[src/rtl/srsq_params.svh]
// Constants and behaviour notes for the system reset sequencer
// Notes on behaviour
// [RL1] Reset pin low or either watchdog overflow request starts system reset.
// [RL2] Reset ends when pin goes high or a watchdog request pulse has passed.
// [RL3] Main oscillator is held stopped while the reset pin is low.
// [RL4] Pin or second-watchdog reset releases through a 2^15-cycle wait.
// [RL5] First-watchdog reset skips the wait; main oscillator keeps running.
// [RL6] Pin/second-watchdog reset stops core clocks until the wait ends.
// [RL7] Pin/second-watchdog reset halts peripheral clocks; sub osc runs on.
// [RL8] Pin/second-watchdog reset stops first-watchdog clock until reset ends.
// [RL9] First-watchdog reset keeps oscillators and core clocks; divider /8.
// [RL10] Any reset initializes CPU and all peripheral registers.
// [RL11] Internal RAM is kept through reset; writes are blocked during reset.
// [RL12] Second watchdog stops in reset, restarts after any settle wait.
// [RL13] Other peripherals stop in reset, may start after settle wait.
// [RL14] All I/O lines are high impedance while reset is active.
// [RL15] Watchdog requests are synchronous pulses raising the same reset.
`ifndef SRSQ_PARAMS_SVH
`define SRSQ_PARAMS_SVH
`define SRSQ_SETTLE_EXP 16
`define SRSQ_SETTLE_CYCLES 16'h8000
`define SRSQ_DIV_SEL_W 3
`define SRSQ_DIV_SEL_RESET 3'h3
`endif

[src/rtl/srsq_pkg.sv]
// Types shared by the system reset sequencer
package srsq_pkg;
  typedef enum logic [1:0] {
    SRSQ_RUN = 2'b00,
    SRSQ_HOLD = 2'b01,
    SRSQ_SETTLE = 2'b10
  } srsq_state_t;
  typedef enum logic [1:0] {
    SRSQ_SRC_NONE = 2'b00,
    SRSQ_SRC_PIN = 2'b01,
    SRSQ_SRC_WD1 = 2'b10,
    SRSQ_SRC_WD2 = 2'b11
  } srsq_src_t;
endpackage : srsq_pkg

[src/rtl/srsq_sequencer.sv]
// System reset sequencer: sources, clock gating, settle wait, reset outputs
`include "srsq_params.svh"
module srsq_sequencer (
  input wire logic clk_sys,
  input wire logic rst_b,
  input wire logic reset_pin_b,
  input wire logic first_watchdog_reset_request,
  input wire logic second_watchdog_reset_request,
  input wire logic cpu_ram_write,
  output logic main_osc_enable,
  output logic sub_osc_enable,
  output logic sys_clk_enable,
  output logic processor_clock_enable,
  output logic periph_clk_enable,
  output logic wdt1_clk_enable,
  output logic wdt2_run,
  output logic periph_start_allow,
  output logic cpu_reset_b,
  output logic periph_reg_reset_b,
  output logic io_output_enable,
  output logic ram_write_enable,
  output logic [`SRSQ_DIV_SEL_W-1:0] osc_settle_time_select,
  output logic [`SRSQ_DIV_SEL_W-1:0] clk_div_select,
  output logic [1:0] reset_cause
);
  // ****************************************
  // Reset detection
  // ****************************************
  srsq_pkg::srsq_state_t state_reg;
  srsq_pkg::srsq_state_t state_next;
  srsq_pkg::srsq_src_t src_reg;
  srsq_pkg::srsq_src_t src_next;
  logic [`SRSQ_DIV_SEL_W-1:0] div_reg;
  logic [`SRSQ_DIV_SEL_W-1:0] sts_reg;
  logic settle_done;

  wire logic pin_low = !reset_pin_b;
  wire logic wd1_req = first_watchdog_reset_request; // [RL15]
  wire logic wd2_req = second_watchdog_reset_request; // [RL15]
  wire logic any_req = pin_low || wd1_req || wd2_req; // [RL1]
  // Pin has priority, then second watchdog (stricter clock handling)
  wire srsq_pkg::srsq_src_t req_src =
    pin_low ? srsq_pkg::SRSQ_SRC_PIN :
    wd2_req ? srsq_pkg::SRSQ_SRC_WD2 :
    wd1_req ? srsq_pkg::SRSQ_SRC_WD1 : srsq_pkg::SRSQ_SRC_NONE;
  wire logic in_hold = (state_reg == srsq_pkg::SRSQ_HOLD);
  wire logic in_settle = (state_reg == srsq_pkg::SRSQ_SETTLE);
  wire logic src_wd1 = (src_reg == srsq_pkg::SRSQ_SRC_WD1);
  wire logic full_reset = (in_hold || in_settle) && !src_wd1;

  // ****************************************
  // State machine
  // ****************************************
  always_comb
  begin
    state_next = state_reg;
    src_next = src_reg;
    unique case (state_reg)
      srsq_pkg::SRSQ_RUN:
      begin
        if (any_req)
        begin
          state_next = srsq_pkg::SRSQ_HOLD; // [RL1]
          src_next = req_src;
        end
      end
      srsq_pkg::SRSQ_HOLD:
      begin
        if (any_req)
        begin
          // A stronger source upgrades a first-watchdog reset
          if (req_src != srsq_pkg::SRSQ_SRC_WD1)
            src_next = req_src;
        end
        else if (src_wd1)
          state_next = srsq_pkg::SRSQ_RUN; // [RL2] [RL5]
        else
          state_next = srsq_pkg::SRSQ_SETTLE; // [RL2] [RL4]
      end
      srsq_pkg::SRSQ_SETTLE:
      begin
        if (any_req)
        begin
          state_next = srsq_pkg::SRSQ_HOLD;
          src_next = req_src;
        end
        else if (settle_done)
          state_next = srsq_pkg::SRSQ_RUN; // [RL4]
      end
      default:
      begin
        state_next = srsq_pkg::SRSQ_HOLD;
        src_next = srsq_pkg::SRSQ_SRC_PIN;
      end
    endcase
  end

  always_ff @(posedge clk_sys or negedge rst_b)
  begin
    if (!rst_b)
    begin
      state_reg <= srsq_pkg::SRSQ_HOLD;
      src_reg <= srsq_pkg::SRSQ_SRC_PIN;
    end
    else
    begin
      state_reg <= state_next;
      src_reg <= src_next;
    end
  end

  // ****************************************
  // Settle wait
  // ****************************************
  srsq_settle_counter u_settle (
    .clk_sys(clk_sys),
    .rst_b(rst_b),
    .clear(!in_settle),
    .count_en(in_settle),
    .done(settle_done)
  ); // [RL4]

  // ****************************************
  // Divider and settle select reset values
  // ****************************************
  always_ff @(posedge clk_sys or negedge rst_b)
  begin
    if (!rst_b)
    begin
      div_reg <= `SRSQ_DIV_SEL_RESET;
      sts_reg <= `SRSQ_DIV_SEL_RESET;
    end
    else if (in_hold)
    begin
      div_reg <= `SRSQ_DIV_SEL_RESET; // [RL6] [RL9]
      sts_reg <= `SRSQ_DIV_SEL_RESET;
    end
  end

  // ****************************************
  // Outputs
  // ****************************************
  assign main_osc_enable = !(in_hold && pin_low); // [RL3] [RL9]
  assign sub_osc_enable = 1'b1; // [RL7]
  assign sys_clk_enable = !full_reset; // [RL6] [RL9]
  assign processor_clock_enable = !full_reset; // [RL6] [RL9]
  assign periph_clk_enable = !(in_hold || full_reset); // [RL7] [RL9]
  assign wdt1_clk_enable = !(in_hold && !src_wd1); // [RL8] [RL9]
  assign wdt2_run = !(in_hold || full_reset); // [RL12]
  assign periph_start_allow = !(in_hold || full_reset); // [RL13]
  assign cpu_reset_b = !(in_hold || full_reset); // [RL10] [RL4]
  assign periph_reg_reset_b = !in_hold; // [RL10]
  assign io_output_enable = !(in_hold || full_reset); // [RL14]
  assign ram_write_enable = cpu_ram_write && !any_req && !in_hold; // [RL11]
  assign osc_settle_time_select = sts_reg;
  assign clk_div_select = div_reg;
  assign reset_cause = src_reg;
endmodule : srsq_sequencer

[src/rtl/srsq_settle_counter.sv]
// Oscillation settle counter
`include "srsq_params.svh"
module srsq_settle_counter (
  input wire logic clk_sys,
  input wire logic rst_b,
  input wire logic clear,
  input wire logic count_en,
  output logic done
);
  logic [`SRSQ_SETTLE_EXP-1:0] count_reg;
  logic [`SRSQ_SETTLE_EXP-1:0] count_next;
  wire logic at_end = (count_reg == `SRSQ_SETTLE_CYCLES - 16'h0001);
  assign count_next = clear ? 16'h0000 :
                      (count_en && !at_end) ? count_reg + 16'h0001 : count_reg;
  always_ff @(posedge clk_sys or negedge rst_b)
  begin
    if (!rst_b)
      count_reg <= 16'h0000;
    else
      count_reg <= count_next;
  end
  assign done = count_en && at_end;
endmodule : srsq_settle_counter

[config.mk]
export PLATFORM = sky130hd
export DESIGN_NAME = srsq_sequencer
export DESIGN_NICKNAME = d
export VERILOG_FILES = /design/src/rtl/srsq_pkg.sv /design/src/rtl/srsq_sequencer.sv /design/src/rtl/srsq_settle_counter.sv
export VERILOG_INCLUDE_DIRS = /design/src /design/src/rtl
export SDC_FILE = /design/constraint.sdc
export NUM_CORES = 1
export LEC_CHECK = 0
export BUFFER_PORTS_ARGS = -buffer_cell sky130_fd_sc_hd__buf_4
export CAP_MARGIN = 10
export CELL_PAD_IN_SITES_DETAIL_PLACEMENT = 1
export CELL_PAD_IN_SITES_GLOBAL_PLACEMENT = 1
export CORE_AREA = 4 4 61 63
export DETAILED_ROUTE_END_ITERATION = 12
export DIE_AREA = 0 0 65 67
export PLACE_DENSITY_LB_ADDON = 0.08
export SYNTH_ARGS = -nofsm -noshare
export SYNTH_HDL_FRONTEND = slang
export SYNTH_SLANG_ARGS = --single-unit
export TNS_END_PERCENT = 30
[constraint.sdc]
create_clock -name clk_sys -period 2.18 [get_ports clk_sys]
set_clock_uncertainty 0.1 [all_clocks]
set_input_delay 0.109 -clock clk_sys [delete_from_list [all_inputs] [get_ports clk_sys]]
set_output_delay 0.109 -clock clk_sys [all_outputs]
set_load 0.01 [all_outputs]
Yosys cells after proc, flatten, opt, wreduce, memory -nomap -nowiden

Index checks and enable logic that the tools add are counted.

Input bits: 6
Output and inout port bits: 20
Flip-flop bits (word level): 20

Add/subtract/negate cells: 1
Eq/ne operators: 12
Reductions and logical operators: 24
Muxes and demuxes: 15

Operators by type and width:

| cell                                                              | number |
|---|---|
| 16-bit 2-to-1 mux                                                 | 2 |
| 2-bit 2-to-1 mux                                                  | 11 |
| 16-bit by 1-bit adder with 16-bit output, second input constant   | 1 |
| 16-bit by 15-bit == test with 1-bit output, second input constant | 1 |
| 1-bit logical NOT                                                 | 9 |
| 2-bit != test, second input constant                              | 4 |
| 1-bit logical AND                                                 | 7 |
| 2-bit by 1-bit != test with 1-bit output, second input constant   | 3 |
| 2-bit case mux with 3 select lines                                | 1 |
| 3-bit AND reduction                                               | 2 |
| 2-bit == test, second input constant                              | 2 |
| 1-bit logical OR                                                  | 4 |
| 2-bit case mux with 2 select lines                                | 1 |
| 3-bit != test, second input constant                              | 1 |
| 2-bit by 1-bit == test with 1-bit output, second input constant   | 1 |
| 2-bit logical NOT                                                 | 1 |
| 2-bit OR reduction                                                | 1 |

Logic depth before layout (Yosys ltp)

Gate-level depths: netlist (run 1).

Word-level depth: 7
Depth in mapped cells: 6
Mapped depth without buffers: 6

By module

From an unflattened synthesis (run 1), not the netlist that was laid out.

Cell total of the unflattened synthesis: 158
Area total of the unflattened synthesis: 1388.8 µm²

By module, submodules not included:

| module              | area an instance (µm²) | cells an instance | instances |
|---|---|---|---|
| srsq_settle_counter | 955.9                  | 107               | 1 |
| srsq_sequencer      | 432.9                  | 51                | 1 |

Least setup slack after synthesis (run 1)

OpenSTA, ideal clock, no wires.

Path kind: reg2reg
From: register u_settle.count_reg[0]
To: register u_settle.count_reg[1]
Period minus slack after synthesis: 1.819 ns
Stages on the path, launching flop included: 6
Required time: 1.948 ns
Data arrival time: 1.587 ns
Setup slack: 0.361 ns
Cells stage by stage: dfrtp_1 ha_1 nand4_1 nor4_4 mux2i_1 nor2_1

Word-level cells in the longest chain between the ends: 4

RTL lines:

| what                                                                             | RTL line                  | RTL |
|---|---|---|
| start: declaration                                                               | srsq_settle_counter.sv:10 | `` logic [`SRSQ_SETTLE_EXP-1:0] count_reg; `` |
| start signal: assignment                                                         | srsq_settle_counter.sv:20 | `count_reg <= count_next;` |
| branches (longest 4 deep; another with 16-bit by 1-bit adder with 16-bit output) | --                        |  |

Several ways; the timed one is not identified. The select of a mux whose other input is x is not followed.
A chain may end at the register's enable or synchronous reset.

Worst setup path in the final report (run 1)

From: register state_reg[0]
To: output io_output_enable

Word-level cells in the longest chain between the ends: 5

RTL lines:

| what                                                                             | RTL line                                   | RTL |
|---|---|---|
| start: declaration                                                               | srsq_sequencer.sv:29                       | `srsq_pkg::srsq_state_t state_reg;` |
| start signal: assignment                                                         | srsq_sequencer.sv:102                      | `state_reg <= srsq_pkg::SRSQ_HOLD;` |
| start signal: assignment                                                         | srsq_sequencer.sv:107                      | `state_reg <= state_next;` |
| 2-bit by 1-bit == test with 1-bit output / 2-bit == test (equally long branches) | srsq_sequencer.sv:46, srsq_sequencer.sv:47 |  |
| 1-bit logical OR                                                                 | srsq_sequencer.sv:49                       | `wire logic full_reset = (in_hold \|\| in_settle) && !src_wd1;` |
| 1-bit logical AND                                                                | srsq_sequencer.sv:49                       |  |
| 1-bit logical OR *                                                               | srsq_sequencer.sv:153                      | `assign io_output_enable = !(in_hold \|\| full_reset);` |
| 1-bit logical NOT *                                                              | srsq_sequencer.sv:153                      |  |
| end: declaration                                                                 | srsq_sequencer.sv:20                       | `output logic io_output_enable,` |

Mark *: on every way between the ends. The rest lies on a longest branch, timed or not.

==> results.ini, run 1 <==
[drt]
wirelength_um = 2890
drt_first_pass_iters = 3
drt_iter0_drc = 17
drc = 0
ant_nets = 0
num_vias = 1042
viasPerCell = 5.26
wl_per_cell_um = 14.6

[synth]
ys_warn_count = 0
synth_edf_count = 0
synthTopCellsByCount = dfrtp_1, buf_4, a21oi_1, nand2_1, nor2_1
yosysUniqueCellTypes = 45
syn-cell-area_mm2 = 0.00128
synth_most_common_cell = dfrtp_1
ys_top_cells_by_area = dfrtp_1, buf_4, ha_1
ys_seq_area_frac = 0.392
ys_dominant_reg_cell = dfrtp_1
async_flop_share = 1.00
syn_area_per_cell_um2 = 9.57
ys_ff_latch = 20
synth_area_leader_cell = dfrtp_1
synth.top_cell.area_share = 0.351
synth_cells = 134

[floorplanning]
core_region_area_mm2 = 0.00323
die_width_um = 65
start_util = 0.397
fp-row-count = 21
num_io_pins = 26
die-area_mm2 = 0.00436
die-height_um = 67

[finish]
layoutNonFillerInstCount = 198
layout-drive-gt1-share = 0.243
n_antenna_cell = 0
largest_reg_flops = 16
nets = 164
fill_cells = 379
syn_to_final_growth_pct = 14.5

[timing]
finalHoldViolations = 0
fmax_mhz = 504
min_period_ps = 1980
setup_viol_count_final = 0
fin_setup_tns_ps = 0
slew_violations = 0
worstMarginPinSlew_ps = 528
max_slew_margin = 0.645
rsz0062_at_grt = false
period_share = 0.910

[grt]
grt_pass1_vias = 1038
grt.overflow.total = 0
grt_pass1_wl_um = 4930
grtUsageTotal = 0.149
antenna_found_initial = 0
grt_max_degree = 21

[place]
hpwl_um = 2210
dpl.cell_count = 191
port_buffers = 18
globalplace.congestion = 0.794

[hold_path]
hold_path_end = reset_cause[0]$_DFFE_PN1P_
hp-start = second_watchdog_reset_request
hold_path_class = in2reg
hold_depth = 4

[clock_network]
cts_resized = 0
clock-sinks = 20
max-clock-path-buffers = 2
clk_latency_ps = 310
cts_tree = built
h-tree-depth = 1
ctsRootBufferMaster = clkbuf_4
numCtsBuffers = 3
clk_pin_slew_ps = 120

[setup_path]
critical_path_class = reg2out
critPathMaxFanout = 5
worstPathRequired_ps = 1970
start_kind = flop
r2r-end = state_reg[1]$_DFFE_PN0P_
rrSetupSlack_ps = 240
r2r_cells = 6
r2r-start = u_settle.count_reg[0]$_DFFE_PN0P_
worst_ep_arrival_time_ps = 1770
critPathCaptureType = output pin

[outcome]
status = complete, no violations

[power_and_ir_drop]
power_density_mw_per_mm2 = 803
p_leak_uw = 0.000652
ir_drop_mv = 0.594

[flow_run]
drv_cap = 0

-- how the worst max path moves through the flow --
| stage | start | endpoint | cells past startpoint |
|---|---|---|---|
| after floorplan | u_settle.count_reg[0]$_DFFE_PN0P_ | u_settle.count_reg[1]$_DFFE_PN0P_ | 5 |
| after global placement | u_settle.count_reg[0]$_DFFE_PN0P_ | state_reg[0]$_DFFE_PN1P_ | 5 |
| after detailed placement | u_settle.count_reg[0]$_DFFE_PN0P_ | state_reg[1]$_DFFE_PN0P_ | 5 |
| after CTS | u_settle.count_reg[0]$_DFFE_PN0P_ | state_reg[1]$_DFFE_PN0P_ | 5 |
| after global routing | state_reg[0]$_DFFE_PN1P_ | io_output_enable | 4 |
| final | state_reg[0]$_DFFE_PN1P_ | io_output_enable | 4 |
-- cell usage in the layout (no fill, tap or decap), types with 5 or more instances in the layout --
cell type / netlist / final
ha_1: 5 / 5
nand2_1: 8 / 8
inv_1: 6 / 6
dfrtp_1: 18 / 18
nor2_1: 7 / 7
o21ai_0: 6 / 6
buf_4: 12 / 21
a21oi_1: 10 / 10
conb_1: 2 / 7
-- where the power goes --
| part | switching (uW) | total (uW) | internal, uW | leakage, uW |
|---|---|---|---|---|
| clock network | 118 | 220 | 102 | 0.0000210 |
| logic | 273 | 520 | 247 | 0.000361 |
| registers | 30.8 | 439 | 408 | 0.000271 |
-- cell families after synthesis --
kind of cell,Yosys count,share of synthesized area
other,2,0.00586
adder cells (fa/ha/maj),5,0.0488
flip-flops,20,0.392
XOR/XNOR,3,0.0205
AND/OR/NAND/NOR,49,0.254
buffers and inverters,20,0.0937
AO/OA/AOI/OAI,30,0.144
multiplexers,5,0.0410
-- critical path, cell delays in order (launching register included) --
cell and delay, ps:
dfstp_2 580, inv_1 60, ha_1 320, a21oi_1 310, buf_4 190
-- final cells by class --
| class | instances | area [um^2] | area share |
|---|---|---|---|
| clock buffers | 4 | 36.3 | 0.0247 |
| inverters | 7 | 26.3 | 0.0179 |
| flip-flops and latches | 20 | 503 | 0.342 |
| well taps | 46 | 57.6 | 0.0392 |
| repair buffers | 22 | 168 | 0.114 |
| multi-input cells | 99 | 678 | 0.462 |
-- layer usage --
| layer | global-route usage | wire length (um) | share of wire | vias to the layer above |
|---|---|---|---|---|
| met2 | 0.248 | 1440 | 0.50 | 19 |
| met4 | 0.0396 | 11 | 0.0038 | 0 |
| met3 | 0.0405 | 108 | 0.037 | 2 |
| met5 | 0 | 0 | 0 | - |
| met1 | 0.189 | 1320 | 0.46 | 516 |
| li1 | - | - | - | 505 |
-- stage by stage --
step                      setup slack (ps)  cell area, um^2  utilization  power (uW)  hold WS (ps)
after global placement                 243             1410        0.436         963         -96.0
final                                  197             1470        0.455        1180          59.0
after floorplan                        361             1300            -         789          -287
after CTS                              131             1450        0.450        1200          58.6
after global routing                  53.9             1470        0.455        1270          64.7
after detailed placement               153             1410        0.436         976         -92.9
-- timing repair --
item,CTS,global route
endpoints found under the hold margin,20,0
hold buffers,1,0
endpoints found under the setup margin,0,3
setup buffers,0,2
Note: power is estimated with default switching activity, not from simulation.
==> run 2: changes to the inputs <==
--- a/config.mk
+++ b/config.mk
@@ -11,10 +11,11 @@
 export CELL_PAD_IN_SITES_DETAIL_PLACEMENT = 1
 export CELL_PAD_IN_SITES_GLOBAL_PLACEMENT = 1
-export CORE_AREA = 4 4 61 63
+export CORE_AREA = 2 2 62 64
 export DETAILED_ROUTE_END_ITERATION = 12
-export DIE_AREA = 0 0 65 67
+export DIE_AREA = 0 0 64 66
 export PLACE_DENSITY_LB_ADDON = 0.08
 export SYNTH_ARGS = -nofsm -noshare
 export SYNTH_HDL_FRONTEND = slang
+export SYNTH_HIERARCHICAL = 1
 export SYNTH_SLANG_ARGS = --single-unit
 export TNS_END_PERCENT = 30
--- a/constraint.sdc
+++ b/constraint.sdc
@@ -3,3 +3,3 @@
 set_input_delay 0.109 -clock clk_sys [delete_from_list [all_inputs] [get_ports clk_sys]]
 set_output_delay 0.109 -clock clk_sys [all_outputs]
-set_load 0.01 [all_outputs]
+set_load 0.005 [all_outputs]
==> run 2 against run 1 <==
Compared with the run above:
- sequential share of layout area decreased by 3.2 points
- via count increased by 17%
- design area increased by 10%
- combinational power increased by 11%
- core utilization increased by 0.11 points
==> results.ini, run 2 <==
[synth]
yosysUniqueCellTypes = 43  ; was 45
ys_top_cells_by_area = dfrtp_1, buf_4, ha_1  ; unchanged
synth_most_common_cell = dfrtp_1  ; unchanged
ys_ff_latch = 20  ; unchanged
synth_edf_count = 0  ; unchanged
synth_area_leader_cell = dfrtp_1  ; unchanged
ys_dominant_reg_cell = dfrtp_1  ; unchanged
ys_seq_area_frac = 0.362  ; was 0.392
synth.top_cell.area_share = 0.324  ; was 0.351
async_flop_share = 1.00  ; unchanged
syn_area_per_cell_um2 = 8.79  ; was 9.57 um^2
synthTopCellsByCount = dfrtp_1, buf_4, nand2_1, a21oi_1  ; was dfrtp_1, buf_4, a21oi_1, nand2_1, nor2_1
syn-cell-area_mm2 = 0.00139  ; was 0.00128 mm^2
ys_warn_count = 6  ; was 0
synth_cells = 158  ; was 134

[timing]
rsz0062_at_grt = true  ; was false
final.setup.worst_slack_ps = 61.2  ; was 197 ps
finalHoldViolations = 0  ; unchanged
setup_viol_count_final = 0  ; unchanged
min_period_ps = 2120  ; was 1980 ps
fin_setup_tns_ps = 0  ; unchanged
slew_violations = 0  ; unchanged
fmax_mhz = 472  ; was 504 MHz
period_share = 0.972  ; was 0.910

[place]
globalplace.congestion = 0.739  ; was 0.794
port_buffers = 18  ; unchanged
dpl_cell_area_mm2 = 0.00156  ; was 0.00141 mm^2
place_ws_ps = 21.4  ; was 153 ps
hpwl_um = 2620  ; was 2210 um

[clock_network]
numCtsBuffers = 3  ; unchanged
clock-sinks = 20  ; unchanged
cts_tree = built  ; unchanged
max-clock-path-buffers = 2  ; unchanged
clk_pin_slew_ps = 110  ; was 120 ps
h-tree-depth = 1  ; unchanged
ctsRootBufferMaster = clkbuf_4  ; unchanged
clk_latency_ps = 300  ; was 310 ps

[finish]
final_area_mm2 = 0.00162  ; was 0.00147 mm^2
syn_to_final_growth_pct = 16.5  ; was 14.5%
largest_reg_flops = 16  ; unchanged
final_common_cell = buf_4  ; unchanged
final_core_util = 0.456  ; was 0.455
nets = 191  ; was 164
layout_common_cells = buf_4, dfrtp_1, nand2_1, a21oi_1  ; was buf_4, dfrtp_1, a21oi_1, nand2_1
n_antenna_cell = 0  ; unchanged
layout-drive-gt1-share = 0.296  ; was 0.243

[drt]
drt_first_pass_iters = 4  ; was 3
wirelength_um = 3390  ; was 2890 um
wl_per_cell_um = 14.9  ; was 14.6 um
drc = 0  ; unchanged
viasPerCell = 5.39  ; was 5.26
ant_nets = 0  ; unchanged
num_vias = 1223  ; was 1042
drt_iter0_drc = 16  ; was 17

[floorplanning]
die-area_mm2 = 0.00422  ; was 0.00436 mm^2
start_util = 0.391  ; was 0.397
num_io_pins = 26  ; unchanged
die-height_um = 66  ; was 67 um
die_width_um = 64  ; was 65 um
core_region_area_mm2 = 0.00355  ; was 0.00323 mm^2
fp-row-count = 22  ; was 21

[setup_path]
slowest_stage = dfstp_2  ; unchanged
critPathMaxFanout = 3  ; was 5
worst_ep_arrival_time_ps = 2230  ; was 1770 ps
critical_path_class = reg2reg  ; was reg2out
cp_cell_sequence = inv_2, ha_2, nand2_1, or3_4, and2b_2, nor2b_1, or3_1, o311ai_2  ; was inv_1, ha_1, a21oi_1, buf_4
start_kind = flop  ; unchanged
worstPathRequired_ps = 2290  ; was 1970 ps
cpPeakStageDelay_ps = 400  ; was 580 ps
critPathCaptureType = flop  ; was output pin

[grt]
grt.overflow.total = 0  ; unchanged
grt_pass1_wl_um = 5740  ; was 4930 um
grtUsageTotal = 0.175  ; was 0.149
grt_pass1_vias = 1251  ; was 1038
antenna_found_initial = 0  ; unchanged
grt_max_degree = 21  ; unchanged

[hold_path]
hold_path_class = in2reg  ; unchanged

[power_and_ir_drop]
power_density_mw_per_mm2 = 761  ; was 803 mW/mm^2
ir_drop_mv = 0.374  ; was 0.594 mV
p_leak_uw = 0.000696  ; was 0.000652 uW

[outcome]
status = complete, no violations  ; unchanged

[flow_run]
drv_cap = 0  ; unchanged

## run 2: metrics by stage
step	power, uW	std cells	hold WS [ps]
3_5_place_dp	1030	222	-85.0
5_1_grt	1330	227	51.6
3_3_place_gp	1010	222	-90.4
2_1_floorplan	801	163	-287
4_1_cts	1250	227	32.9
6_report	1230	227	45.0
## run 2: cell families (layout without fill, tap and decap cells)
kind of cell,Yosys count,in the layout,synth area share
AO/OA/AOI/OAI,30,30,0.141
adder cells (fa/ha/maj),5,5,0.0450
buffers and inverters,25,41,0.108
flip-flops,20,20,0.362
multiplexers,5,5,0.0396
other,2,7,0.00541
AND/OR/NAND/NOR,71,71,0.299
## run 2: final timing paths
kind	slack, ps	end	start	depth (start not counted)
max reg2reg	60	state_reg[1]$_DFFE_PN0P_	state_reg[0]$_DFFE_PN1P_	8
max	60	state_reg[1]$_DFFE_PN0P_	state_reg[0]$_DFFE_PN1P_	8
min in group asynchronous	130	u_settle/count_reg[6]$_DFFE_PN0P_	rst_b	2
min	50	state_reg[1]$_DFFE_PN0P_	reset_pin_b	3
min reg2reg	460	state_reg[0]$_DFFE_PN1P_	state_reg[0]$_DFFE_PN1P_	2
max in group asynchronous	1570	state_reg[0]$_DFFE_PN1P_	rst_b	2
## run 2: worst max-delay path: cells and delay by family (launching register included)
family / cells / cell delay [ps]
AND/OR/NAND/NOR: 5 / 1080
adder cells (fa/ha/maj): 1 / 180
flip-flops: 1 / 400
AO/OA/AOI/OAI: 1 / 210
buffers and inverters: 1 / 70
## run 2: layout make-up
| class | count | area (um^2) |
|---|---|---|
| Fill cell | 428 | 1930 |
| Inverter | 7 | 26.3 |
| Clock buffer | 4 | 36.3 |
| Multi-Input combinational cell | 118 | 764 |
| Tap cell | 48 | 60.1 |
| Timing Repair Buffer | 30 | 228 |
| Sequential cell | 20 | 503 |
## run 2: what timing repair did
action                                 4_1_cts  5_1_grt
hold buffers                                 1        0
buffers inserted                             0        0
setup endpoints to repair                    0        4
endpoints found under the hold margin       20        0
gates resized for setup                      0        3
## run 2: power breakdown
| group | total (uW) | leakage [uW] | switching [uW] | internal, uW |
|---|---|---|---|---|
| Combinational | 578 | 0.000404 | 281 | 297 |
| Clock | 220 | 0.0000210 | 119 | 102 |
| Sequential | 432 | 0.000271 | 23.3 | 409 |
## run 2: metal layers
metal  vias up  part of all wire  track usage
li1        592                 -            -
met1       618              0.44        0.215
met2        11              0.53        0.320
met3         2             0.019       0.0204
met4         0            0.0071       0.0489
met5         -                 0            0
